[src/logic/mfl_pkg.sv]
/*
  Constants and types shared by the multiplex frame link block.
  Assumes a bit-level symbol layer outside the block that handles pulse timing and delimiters.
*/
package mfl_pkg;

  ////////////////////////////////////////////////////////////////////////////////
  // error detection
  localparam logic [7:0] CRC_POLY = 8'h1D; // shift register feedback taps
  localparam logic [7:0] CRC_INIT = 8'hFF; // preset before the first header bit
  localparam logic [7:0] CRC_RESIDUE = 8'hC4; // remainder of an error free frame

  ////////////////////////////////////////////////////////////////////////////////
  // frame geometry
  localparam int unsigned TX_BUF_BYTES = 11; // three header bytes plus eight data bytes
  localparam logic [3:0] TX_BUF_LAST = 4'hB; // write pointer value when the buffer is full
  localparam logic [3:0] PWM_MAX_FRAME_BYTES = 4'hC; // twelve bytes
  localparam logic [6:0] VPW_MAX_BIT_TIMES = 7'h65; // 101 bit times
  localparam logic [3:0] MAX_DATA_PLUS_ERR = 4'h9; // eight data bytes plus the error byte
  localparam int unsigned HDR_FMT_BIT = 4; // set: one-byte consolidated header
  localparam logic [1:0] HDR_LEN_ONE = 2'h1;
  localparam logic [1:0] HDR_LEN_THREE = 2'h3;
  localparam int unsigned NUM_FUNC = 4; // functional addresses the node listens to

  ////////////////////////////////////////////////////////////////////////////////
  // top level state
  typedef enum logic [1:0] {S_IDLE, S_FRAME, S_IFR_TX, S_RESP} mfl_state_t;

  typedef struct packed {
    mfl_state_t state;
    logic [TX_BUF_BYTES-1:0][7:0] buffer;
    logic [3:0] wptr;
    logic [3:0] txlen;
    logic [3:0] txidx;
    logic [2:0] tbit;
    logic [7:0] txsh;
    logic txerr;
    logic mine;
    logic pend;
    logic drive;
    logic req;
    logic nb;
    logic done;
    logic lost;
    logic [7:0] rxsh;
    logic [2:0] rbit;
    logic [3:0] rbytes;
    logic [6:0] bitsum;
    logic [7:0] sum;
    logic [7:0] psum;
    logic [7:0] last;
    logic [1:0] hlen;
    logic [7:0] tgt;
    logic [7:0] src;
    logic lenerr;
    logic [7:0] rxb;
    logic rxv;
    logic ok;
    logic bad;
    logic ifrok;
    logic cfgerr;
    logic [3:0] ifrbytes;
  } mfl_top_t;

  localparam mfl_top_t TOP_RESET = '0; // idle, nothing pending, bus released

endpackage : mfl_pkg

[src/logic/mfl_addr_match.sv]
/*
  Target address filter: physical node address or one of the enabled functional addresses.
  Assumes its inputs are stable registered values; the result is purely combinational.
*/
`timescale 1ns/1ps
module mfl_addr_match import mfl_pkg::*; (
  input wire logic [7:0] tgt_i, // decoded target address
  input wire logic [7:0] phys_addr_i, // this node's physical address
  input wire logic [NUM_FUNC-1:0][7:0] func_addr_i, // functional addresses of interest
  input wire logic [NUM_FUNC-1:0] func_en_i, // per-entry enable
  output logic hit_o // frame is for this node
);

  logic [NUM_FUNC-1:0] fhit;

  ////////////////////////////////////////////////////////////////////////////////
  // one comparator per functional entry
  for (genvar i = 0; i < NUM_FUNC; i++) begin : g_func
    assign fhit[i] = func_en_i[i] && (func_addr_i[i] == tgt_i);
  end

  // direct and functional addressing share the same target byte
  assign hit_o = (tgt_i == phys_addr_i) || (|fhit);

endmodule : mfl_addr_match

[src/logic/mfl_crc8.sv]
/*
  Bit-serial CRC register used for frame and in-frame response check bytes.
  Assumes the caller pulses shift_i once per bus bit and clr_i before each protected field.
*/
`timescale 1ns/1ps
module mfl_crc8 import mfl_pkg::*; (
  input wire logic ref_clk_i, // 40 MHz clock
  input wire logic nrst_i, // async reset, active low
  input wire logic clr_i, // preset the register
  input wire logic shift_i, // shift in bit_i
  input wire logic bit_i, // bus bit, msb first
  output logic [7:0] crc_o, // current remainder
  output logic [7:0] crc_next_o // remainder once bit_i is included
);

  typedef struct packed {
    logic [7:0] crc;
  } mfl_crc_t;

  mfl_crc_t s;
  mfl_crc_t next_s;
  logic fb;

  ////////////////////////////////////////////////////////////////////////////////
  // one polynomial step per bit; the look-ahead lets the sender append without a bubble
  always_comb begin
    fb = s.crc[7] ^ bit_i;
    crc_next_o = {s.crc[6:0], 1'b0} ^ (fb ? CRC_POLY : 8'h00);
    next_s = s;
    if (clr_i) begin
      next_s.crc = CRC_INIT;
    end else if (shift_i) begin
      next_s.crc = crc_next_o;
    end
  end

  always_ff @(posedge ref_clk_i or negedge nrst_i) begin
    if (!nrst_i) begin
      s.crc <= CRC_INIT;
    end else begin
      s <= next_s;
    end
  end

  assign crc_o = s.crc;
endmodule : mfl_crc8

[src/logic/mfl_frame_link.sv]
/*
  Frame link layer for a Class B shared multiplex bus node: framing, error byte, address
  filter, bitwise arbitration and in-frame response of the physical address.
  Assumes a symbol layer that sends the start delimiter on tx_req_o, reports every resolved
  bus bit with bit_stb_i, and reports delimiters as one-cycle pulses.
*/
// Summary of operation
// - delimiter, header, data, error byte, delimiters
// - single-byte header: variable pulse width at 10.4k, checksum
// - consolidated headers use CRC, either encoding
// - limit frame to 12 bytes or 101 bits
// - bytes travel most significant bit first
// - single-byte header holds priority and target
// - header bit 4 set: one-byte consolidated
// - header bit 4 clear: three header bytes
// - three-byte header: priority, target, source
// - accept frames for own physical address
// - accept enabled functional target addresses
// - checksum is byte sum of earlier bytes
// - transmitter appends CRC after data bytes
// - receiver checks CRC remainder equals C4
// - bad error byte: discard, no response
// - start transmitting only on a free bus
// - arbitrate every bit after start delimiter
// - zero dominates one, lowest value wins
// - on loss release bus, retry when idle
// - response holds one or more bytes
// - variable pulse width: normalization bit first
// - single response byte is physical address
// - response CRC checked like frame CRC
`timescale 1ns/1ps
module mfl_frame_link import mfl_pkg::*; (
  input wire logic ref_clk_i, // 40 MHz clock
  input wire logic nrst_i, // async reset, active low
  input wire logic vpw_mode_i, // 1: variable pulse width encoding, 0: pulse width
  input wire logic single_hdr_i, // 1: single-byte header format with checksum
  input wire logic [7:0] phys_addr_i, // physical node address
  input wire logic [NUM_FUNC-1:0][7:0] func_addr_i, // functional addresses
  input wire logic [NUM_FUNC-1:0] func_en_i, // functional address enables
  input wire logic ifr_en_i, // answer accepted frames with an in-frame response
  input wire logic tx_wr_i, // write tx_data_i into the send buffer
  input wire logic [7:0] tx_data_i, // header or data byte to send
  input wire logic tx_go_i, // queue the buffered frame
  input wire logic bus_idle_i, // bus is free
  input wire logic sof_i, // start delimiter seen
  input wire logic bit_stb_i, // one resolved bus bit
  input wire logic bit_val_i, // bus level of that bit, 0 dominant
  input wire logic eod_i, // data end delimiter seen
  input wire logic eof_i, // frame end delimiter seen
  output logic tx_req_o, // ask symbol layer for a start delimiter
  output logic tx_drive_o, // node drives the next bit
  output logic tx_bit_o, // bit to drive
  output logic tx_nb_o, // send normalization bit before the next bit
  output logic tx_busy_o, // a frame is queued
  output logic tx_done_o, // own frame sent, pulse
  output logic arb_lost_o, // arbitration lost, pulse
  output logic [7:0] rx_byte_o, // received byte
  output logic rx_byte_vld_o, // rx_byte_o valid, pulse
  output logic [7:0] rx_tgt_o, // target address of the last frame
  output logic [7:0] rx_src_o, // source address, three-byte headers only
  output logic rx_ok_o, // accepted error free frame, pulse
  output logic rx_bad_o, // error byte or framing failure, pulse
  output logic ifr_ok_o, // multi-byte response with good CRC, pulse
  output logic cfg_err_o // header format not allowed with this encoding
);

  mfl_top_t s;
  mfl_top_t next_s;
  logic [7:0] byte_w;
  logic [7:0] crc_q;
  logic [7:0] crc_nx;
  logic crc_clr;
  logic crc_sh;
  logic hit;
  logic err_ok;
  logic good;

  ////////////////////////////////////////////////////////////////////////////////
  // helpers
  mfl_crc8 u_crc (
    .ref_clk_i(ref_clk_i),
    .nrst_i(nrst_i),
    .clr_i(crc_clr),
    .shift_i(crc_sh),
    .bit_i(bit_val_i),
    .crc_o(crc_q),
    .crc_next_o(crc_nx)
  );

  mfl_addr_match u_addr (
    .tgt_i(s.tgt),
    .phys_addr_i(phys_addr_i),
    .func_addr_i(func_addr_i),
    .func_en_i(func_en_i),
    .hit_o(hit)
  );

  // byte assembled msb first from the shift register and the current bus bit
  assign byte_w = {s.rxsh[6:0], bit_val_i};
  // single-byte header frames use the checksum, the others the CRC remainder
  assign err_ok = single_hdr_i ? (s.last == s.psum) : (crc_q == CRC_RESIDUE);
  assign good = err_ok && (s.rbit == 3'h0) && (s.rbytes > {2'h0, s.hlen}) && !s.lenerr;

  ////////////////////////////////////////////////////////////////////////////////
  // next state
  always_comb begin
    next_s = s;
    crc_clr = 1'b0;
    crc_sh = 1'b0;
    next_s.done = 1'b0;
    next_s.lost = 1'b0;
    next_s.rxv = 1'b0;
    next_s.ok = 1'b0;
    next_s.bad = 1'b0;
    next_s.ifrok = 1'b0;
    // single-byte headers exist only under variable pulse width encoding
    next_s.cfgerr = single_hdr_i && !vpw_mode_i;

    // host side loading; the buffer is frozen while a frame is queued
    if (tx_wr_i && !s.pend && (s.wptr != TX_BUF_LAST)) begin
      next_s.buffer[s.wptr] = tx_data_i;
      next_s.wptr = 4'(s.wptr + 4'h1);
    end
    if (tx_go_i && !s.pend && (s.wptr != 4'h0) && !next_s.cfgerr) begin
      next_s.pend = 1'b1;
      next_s.txlen = s.wptr;
      next_s.wptr = 4'h0;
    end
    next_s.req = s.pend && (s.state == S_IDLE) && bus_idle_i && !next_s.cfgerr;

    // every bus bit inside a frame feeds the receive shifter and the CRC
    if (bit_stb_i && (s.state != S_IDLE)) begin
      crc_sh = 1'b1;
      next_s.rxsh = byte_w;
      next_s.rbit = 3'(s.rbit + 3'h1);
      if ((s.state != S_FRAME) && (s.rbit == 3'h7) && (s.ifrbytes != 4'hF)) begin
        next_s.ifrbytes = 4'(s.ifrbytes + 4'h1);
      end
    end

    unique case (s.state)
      S_IDLE: begin
        if (sof_i) begin
          next_s.state = S_FRAME;
          next_s.req = 1'b0;
          crc_clr = 1'b1;
          next_s.rbit = 3'h0;
          next_s.rbytes = 4'h0;
          next_s.bitsum = 7'h00;
          next_s.sum = 8'h00;
          next_s.psum = 8'h00;
          next_s.last = 8'h00;
          next_s.hlen = HDR_LEN_ONE;
          next_s.lenerr = 1'b0;
          next_s.mine = s.req;
          if (s.req) begin
            // first bit after the delimiter is already contested
            next_s.drive = 1'b1;
            next_s.txsh = s.buffer[0];
            next_s.txidx = 4'h1;
            next_s.tbit = 3'h0;
            next_s.txerr = 1'b0;
          end
        end
      end
      S_FRAME: begin
        if (bit_stb_i) begin
          if (s.bitsum != 7'h7F) begin
            next_s.bitsum = 7'(s.bitsum + 7'h01);
          end
          if (s.rbit == 3'h7) begin
            next_s.rxb = byte_w;
            next_s.rxv = 1'b1;
            next_s.psum = s.sum;
            next_s.sum = 8'(s.sum + byte_w);
            next_s.last = byte_w;
            if (s.rbytes != 4'hF) begin
              next_s.rbytes = 4'(s.rbytes + 4'h1);
            end
            if (s.rbytes == 4'h0) begin
              // first byte decides the header length
              next_s.hlen = (single_hdr_i || byte_w[HDR_FMT_BIT]) ? HDR_LEN_ONE : HDR_LEN_THREE;
              next_s.tgt = byte_w;
            end
            if ((s.rbytes == 4'h1) && (s.hlen == HDR_LEN_THREE)) begin
              next_s.tgt = byte_w;
            end
            if ((s.rbytes == 4'h2) && (s.hlen == HDR_LEN_THREE)) begin
              next_s.src = byte_w;
            end
            if (vpw_mode_i ? (next_s.bitsum > VPW_MAX_BIT_TIMES) : (s.rbytes >= PWM_MAX_FRAME_BYTES)) begin
              next_s.lenerr = 1'b1;
            end
            if (s.rbytes >= 4'({2'h0, s.hlen} + MAX_DATA_PLUS_ERR)) begin
              next_s.lenerr = 1'b1;
            end
          end
          if (s.drive) begin
            if (s.txsh[7] && !bit_val_i) begin
              // a dominant zero overrode our one: release at this bit boundary
              next_s.drive = 1'b0;
              next_s.mine = 1'b0;
              next_s.lost = 1'b1;
            end else begin
              next_s.txsh = {s.txsh[6:0], 1'b0};
              next_s.tbit = 3'(s.tbit + 3'h1);
              if (s.tbit == 3'h7) begin
                if (s.txidx < s.txlen) begin
                  next_s.txsh = s.buffer[s.txidx];
                  next_s.txidx = 4'(s.txidx + 4'h1);
                end else if (!s.txerr) begin
                  // error byte right after the data, no gap bit
                  next_s.txerr = 1'b1;
                  next_s.txsh = single_hdr_i ? 8'(s.sum + byte_w) : ~crc_nx;
                end else begin
                  next_s.drive = 1'b0;
                end
              end
            end
          end
        end
        if (eod_i) begin
          next_s.drive = 1'b0;
          next_s.rbit = 3'h0;
          next_s.ifrbytes = 4'h0;
          crc_clr = 1'b1;
          next_s.state = S_RESP;
          if (s.mine) begin
            next_s.done = 1'b1;
            next_s.pend = 1'b0;
            next_s.mine = 1'b0;
          end else if (!good) begin
            next_s.bad = 1'b1;
          end else if (hit) begin
            next_s.ok = 1'b1;
            if (ifr_en_i) begin
              next_s.state = S_IFR_TX;
              next_s.drive = 1'b1;
              next_s.nb = vpw_mode_i;
              next_s.txsh = phys_addr_i;
              next_s.tbit = 3'h0;
            end
          end
        end
      end
      S_IFR_TX: begin
        if (bit_stb_i) begin
          next_s.nb = 1'b0;
          if (s.txsh[7] && !bit_val_i) begin
            // another responder with a lower identification byte goes on alone
            next_s.drive = 1'b0;
            next_s.state = S_RESP;
          end else begin
            next_s.txsh = {s.txsh[6:0], 1'b0};
            next_s.tbit = 3'(s.tbit + 3'h1);
            if (s.tbit == 3'h7) begin
              next_s.drive = 1'b0;
              next_s.state = S_RESP;
            end
          end
        end
      end
      S_RESP: begin
        // response bytes of other nodes only update the CRC and the byte count
      end
    endcase

    // frame end closes everything; a frame of another node cut short of its data end is a failure
    if (eof_i && (s.state != S_IDLE)) begin
      next_s.state = S_IDLE;
      next_s.drive = 1'b0;
      next_s.nb = 1'b0;
      next_s.mine = 1'b0;
      if ((s.state == S_FRAME) && !s.mine) begin
        next_s.bad = 1'b1;
      end
      if ((s.state != S_FRAME) && (s.ifrbytes > 4'h1) && (s.rbit == 3'h0) && (crc_q == CRC_RESIDUE)) begin
        next_s.ifrok = 1'b1;
      end
    end
  end

  ////////////////////////////////////////////////////////////////////////////////
  // state register
  always_ff @(posedge ref_clk_i or negedge nrst_i) begin
    if (!nrst_i) begin
      s <= TOP_RESET;
    end else begin
      s <= next_s;
    end
  end

  // outputs straight from the state register
  assign tx_req_o = s.req;
  assign tx_drive_o = s.drive;
  assign tx_bit_o = s.txsh[7];
  assign tx_nb_o = s.nb;
  assign tx_busy_o = s.pend;
  assign tx_done_o = s.done;
  assign arb_lost_o = s.lost;
  assign rx_byte_o = s.rxb;
  assign rx_byte_vld_o = s.rxv;
  assign rx_tgt_o = s.tgt;
  assign rx_src_o = s.src;
  assign rx_ok_o = s.ok;
  assign rx_bad_o = s.bad;
  assign ifr_ok_o = s.ifrok;
  assign cfg_err_o = s.cfgerr;
endmodule : mfl_frame_link

[config.mk]
export PLATFORM = sky130hd
export DESIGN_NAME = mfl_frame_link
export DESIGN_NICKNAME = d
export VERILOG_FILES = /design/src/logic/mfl_pkg.sv /design/src/logic/mfl_addr_match.sv /design/src/logic/mfl_crc8.sv /design/src/logic/mfl_frame_link.sv
export SDC_FILE = /design/constraint.sdc
export NUM_CORES = 1
export LEC_CHECK = 0
export BUFFER_PORTS_ARGS = -buffer_cell sky130_fd_sc_hd__clkbuf_2
export CAP_MARGIN = 20
export CORE_MARGIN = 1.5
export CORE_UTILIZATION = 30
export CTS_BUF_LIST = sky130_fd_sc_hd__clkbuf_16
export DETAILED_ROUTE_END_ITERATION = 16
export GPL_TIMING_DRIVEN = 1
export HOLD_SLACK_MARGIN = 0.12
export MAX_ROUTING_LAYER = met4
export PLACE_DENSITY_LB_ADDON = 0.25
export SYNTH_ARGS = -nofsm -noshare
export SYNTH_HDL_FRONTEND = slang
export SYNTH_SLANG_ARGS = --single-unit
export TNS_END_PERCENT = 100
[constraint.sdc]
create_clock -name ref_clk_i -period 8.5 [get_ports ref_clk_i]
set_clock_uncertainty 0.1 [all_clocks]
set_input_delay 0.85 -clock ref_clk_i [delete_from_list [all_inputs] [get_ports ref_clk_i]]
set_output_delay 0.85 -clock ref_clk_i [all_outputs]
set_load 0.02 [all_outputs]
==> reports/metrics.csv <==
metric,value,unit
die height,200,um
Mapped Nets,1228,
Starting DRT DRC Count,559,
Avg Vias per Cell,5.08,
CTS tree,built,
post-route ant nets,0,
nets,1276,
max frequency,298,MHz
DRT Pass-1 Iters,5,
CTS clock-pin slew for the worst setup and hold paths,0.06,ns
post-route cell area,0.0133,sq mm
top-area cell type share of the netlist area,0.433,
placed cell area,0.0125,sq mm
synth warn,0,
power density cells,307,mW/mm^2
leading area contributor after synthesis,dfrtp_1,
Rows,72,
"Primary FF master, synth",dfrtp_1,
Area growth syn-to-layout,13.5,%
WL/cell,18.1,um
leakage,6.01,nW
CTS H-tree depth,1,
post-synthesis sequential area ratio,0.450,
worst path required time,8.81,ns
Fin. Hold Viols,0,
cell count after synthesis,1124,
initial core utilization,0.303,
CP endpoint kind,flop,
# Post-CTS Setup Buffers,0,
antenna violations before repair,0,
io pins,101,
routed wire length,30900,um
GP Congestion,0.891,
worst slew pin tran,1.04,ns
Die W,200,um
"Avg Cell Area, Syn",10.4,sq um
All-Layer GR Usage,0.159,
setup TNS,0,ns
CTS Buf Count,24,
Tmin final,3.36,ns
Detailed Place HPWL,22300,um
CP startpoint kind,flop,
#FFs+latches synth,210,
CP Max Fanout,35,
Final Setup Violations,0,
Remaining DRCs,0,
Max Cap Viol,0,
Max Slew Vio Count,0,
port bufs,100,
core footprint,0.0386,sq mm
"Clk Latency, worst-skew pair",0.53,ns
Peak supply drop,151,uV
CTS Root Cell,clkbuf_16,
status,finished clean,
share of cells above drive strength 1,0.245,
clk sinks,210,
RSZ-0062 raised after global routing,false,
slew margin rel.,0.303,
Syn Std Cell Area,0.0117,sq mm
Clock Tree Buf Depth,3,
cts hold-fix bufs,0,
Synth async-reset ratio,1.00,
via count,8669,
n_diodes,0,
"top cells by area, synth","dfrtp_1, mux2_2, ha_1",
synth unique cells,72,
vias in the first global route,8602,
CTS resizes,0,
area of the die,0.0402,sq mm
largest net degree at the start of global routing,100,
Post-synth EDFFs,0,
fin crit share,0.395,
Worst Setup Path Type,reg2reg,
GRT overflow,0,
global-route wire length before repair,49700,um
Hold Crit Class,in2async,
"Arr. time, crit path",3.66,ns
[path summary, 6_finish.rpt]
path / startpoint / end / slack [ns] / cells past startpoint
min in group ref_clk_i: rx_byte_o[2]$_DFFE_PN0P_ / rx_byte_o[2]$_DFFE_PN0P_ / 0.38 / 2
max in group asynchronous: nrst_i / s[155]$_DFFE_PN0P_ / 6.64 / 2
min reg2reg: rx_byte_o[2]$_DFFE_PN0P_ / rx_byte_o[2]$_DFFE_PN0P_ / 0.38 / 2
max reg2reg: s[202]$_DFFE_PN0P_ / rx_tgt_o[1]$_DFFE_PN0P_ / 5.14 / 7
max: s[202]$_DFFE_PN0P_ / rx_tgt_o[1]$_DFFE_PN0P_ / 5.14 / 7
min: nrst_i / s[63]$_DFFE_PN0P_ / 0.28 / 1
[power breakdown]
group          internal (mW)  switching [mW]  total [mW]
clock                  0.591           0.422        1.01
combinational          0.663           0.869        1.53
sequential              1.29           0.232        1.53
[placed cells by master (no fill, tap or decap), types with 5 or more instances in the layout]
master,synthesis,routed
xnor2_1,33,33
clkbuf_2,0,99
inv_1,42,42
mux2_2,107,107
a221oi_1,10,10
nand2_1,126,126
clkinv_2,0,5
a211oi_1,16,15
nor2b_1,13,13
nor3_1,20,20
dfrtp_1,202,202
nand2b_1,14,14
a21oi_1,35,35
buf_4,26,8
a22o_1,17,17
and2_1,7,7
mux4_2,14,14
nor4_1,6,6
ha_1,38,38
or2_2,5,5
nor2_1,55,55
o21ai_0,66,66
or3_1,6,6
dfstp_2,8,8
o31ai_1,9,9
nand3_1,28,28
clkbuf_16,0,25
a31oi_1,5,5
clkinv_1,0,6
and3_1,10,10
o211ai_1,10,10
a2bb2oi_1,5,5
xor2_1,30,30
mux2i_1,22,22
nand4_1,15,15
[worst max-delay path: stages, from the launching register on]
cell     delay (ns)
dfrtp_1        0.42
inv_1          0.11
ha_1           0.15
buf_4          0.33
and2_1         0.38
nand2_1        0.38
nor4_2         0.95
mux2_2         0.41
[sequential cells by signal, indices dropped and copies added (netlist names)]
| signal | flops |
|---|---|
| tx_bit_o | 1 |
| rx_byte_o | 8 |
| u_crc.crc_o | 8 |
| tx_nb_o | 1 |
| tx_done_o | 1 |
| rx_byte_vld_o | 1 |
| rx_src_o | 8 |
| rx_ok_o | 1 |
| arb_lost_o | 1 |
| s | 159 |
| tx_drive_o | 1 |
| tx_busy_o | 1 |
| rx_bad_o | 1 |
| ifr_ok_o | 1 |
| byte_w | 7 |
| cfg_err_o | 1 |
| rx_tgt_o | 8 |
| tx_req_o | 1 |
[Yosys cell counts, types with 7 or more instances]
master / n
xor2_1: 30
xnor2_1: 33
nor2_1: 55
o31ai_1: 9
a21oi_1: 35
a211oi_1: 16
a22o_1: 17
mux4_2: 14
o21ai_0: 66
mux2_2: 107
nor2b_1: 13
and3_1: 10
nand2b_1: 14
nand4_1: 15
dfrtp_1: 202
buf_4: 26
mux2i_1: 22
nand2_1: 126
clkbuf_1: 57
o211ai_1: 10
and2_1: 7
a221oi_1: 10
nor3_1: 20
nand3_1: 28
inv_1: 42
ha_1: 38
dfstp_2: 8
[routing by layer]
metal / vias to the layer above / share of wire / global-route usage
li1: 4095 / - / -
met2: 150 / 0.49 / 0.262
met5: - / 0 / -
met3: 45 / 0.031 / 0.0216
met1: 4379 / 0.46 / 0.206
met4: 0 / 0.024 / 0.0395
[layout make-up]
class / count / area [sq um]
clock inverter: 16 / 133
tap: 518 / 648
clock buffer: 25 / 626
inverter: 43 / 161
multi-input combinational: 784 / 5840
fill: 3986 / 25300
sequential: 210 / 5270
timing repair buffer: 109 / 598
[per-stage QoR]
stage          setup slack (ns)  utilization  total power [mW]  cells  hold WS, ns
5_1_grt                    4.85        0.344              4.35   1705        0.335
3_3_place_gp               5.04        0.324              3.03   1663        0.365
3_5_place_dp               4.93        0.324              3.06   1663        0.367
6_report                   5.14        0.344              4.07   1705        0.280
2_1_floorplan              5.42            -              2.61   1124        0.347
4_1_cts                    5.15        0.343              4.09   1704        0.310
[cell families (layout without fill, tap and decap cells)]
family,Yosys count,in the layout,synth area share
xor gates and xnor gates,63,63,0.0472
and+or+nand+nor,326,326,0.136
adders and majority gates,39,39,0.0424
AOI/OAI and AO/OA,213,213,0.125
muxes,143,143,0.149
buffers and inverters,130,193,0.0505
DFF,210,210,0.450
(Power assumes the default switching activity.)
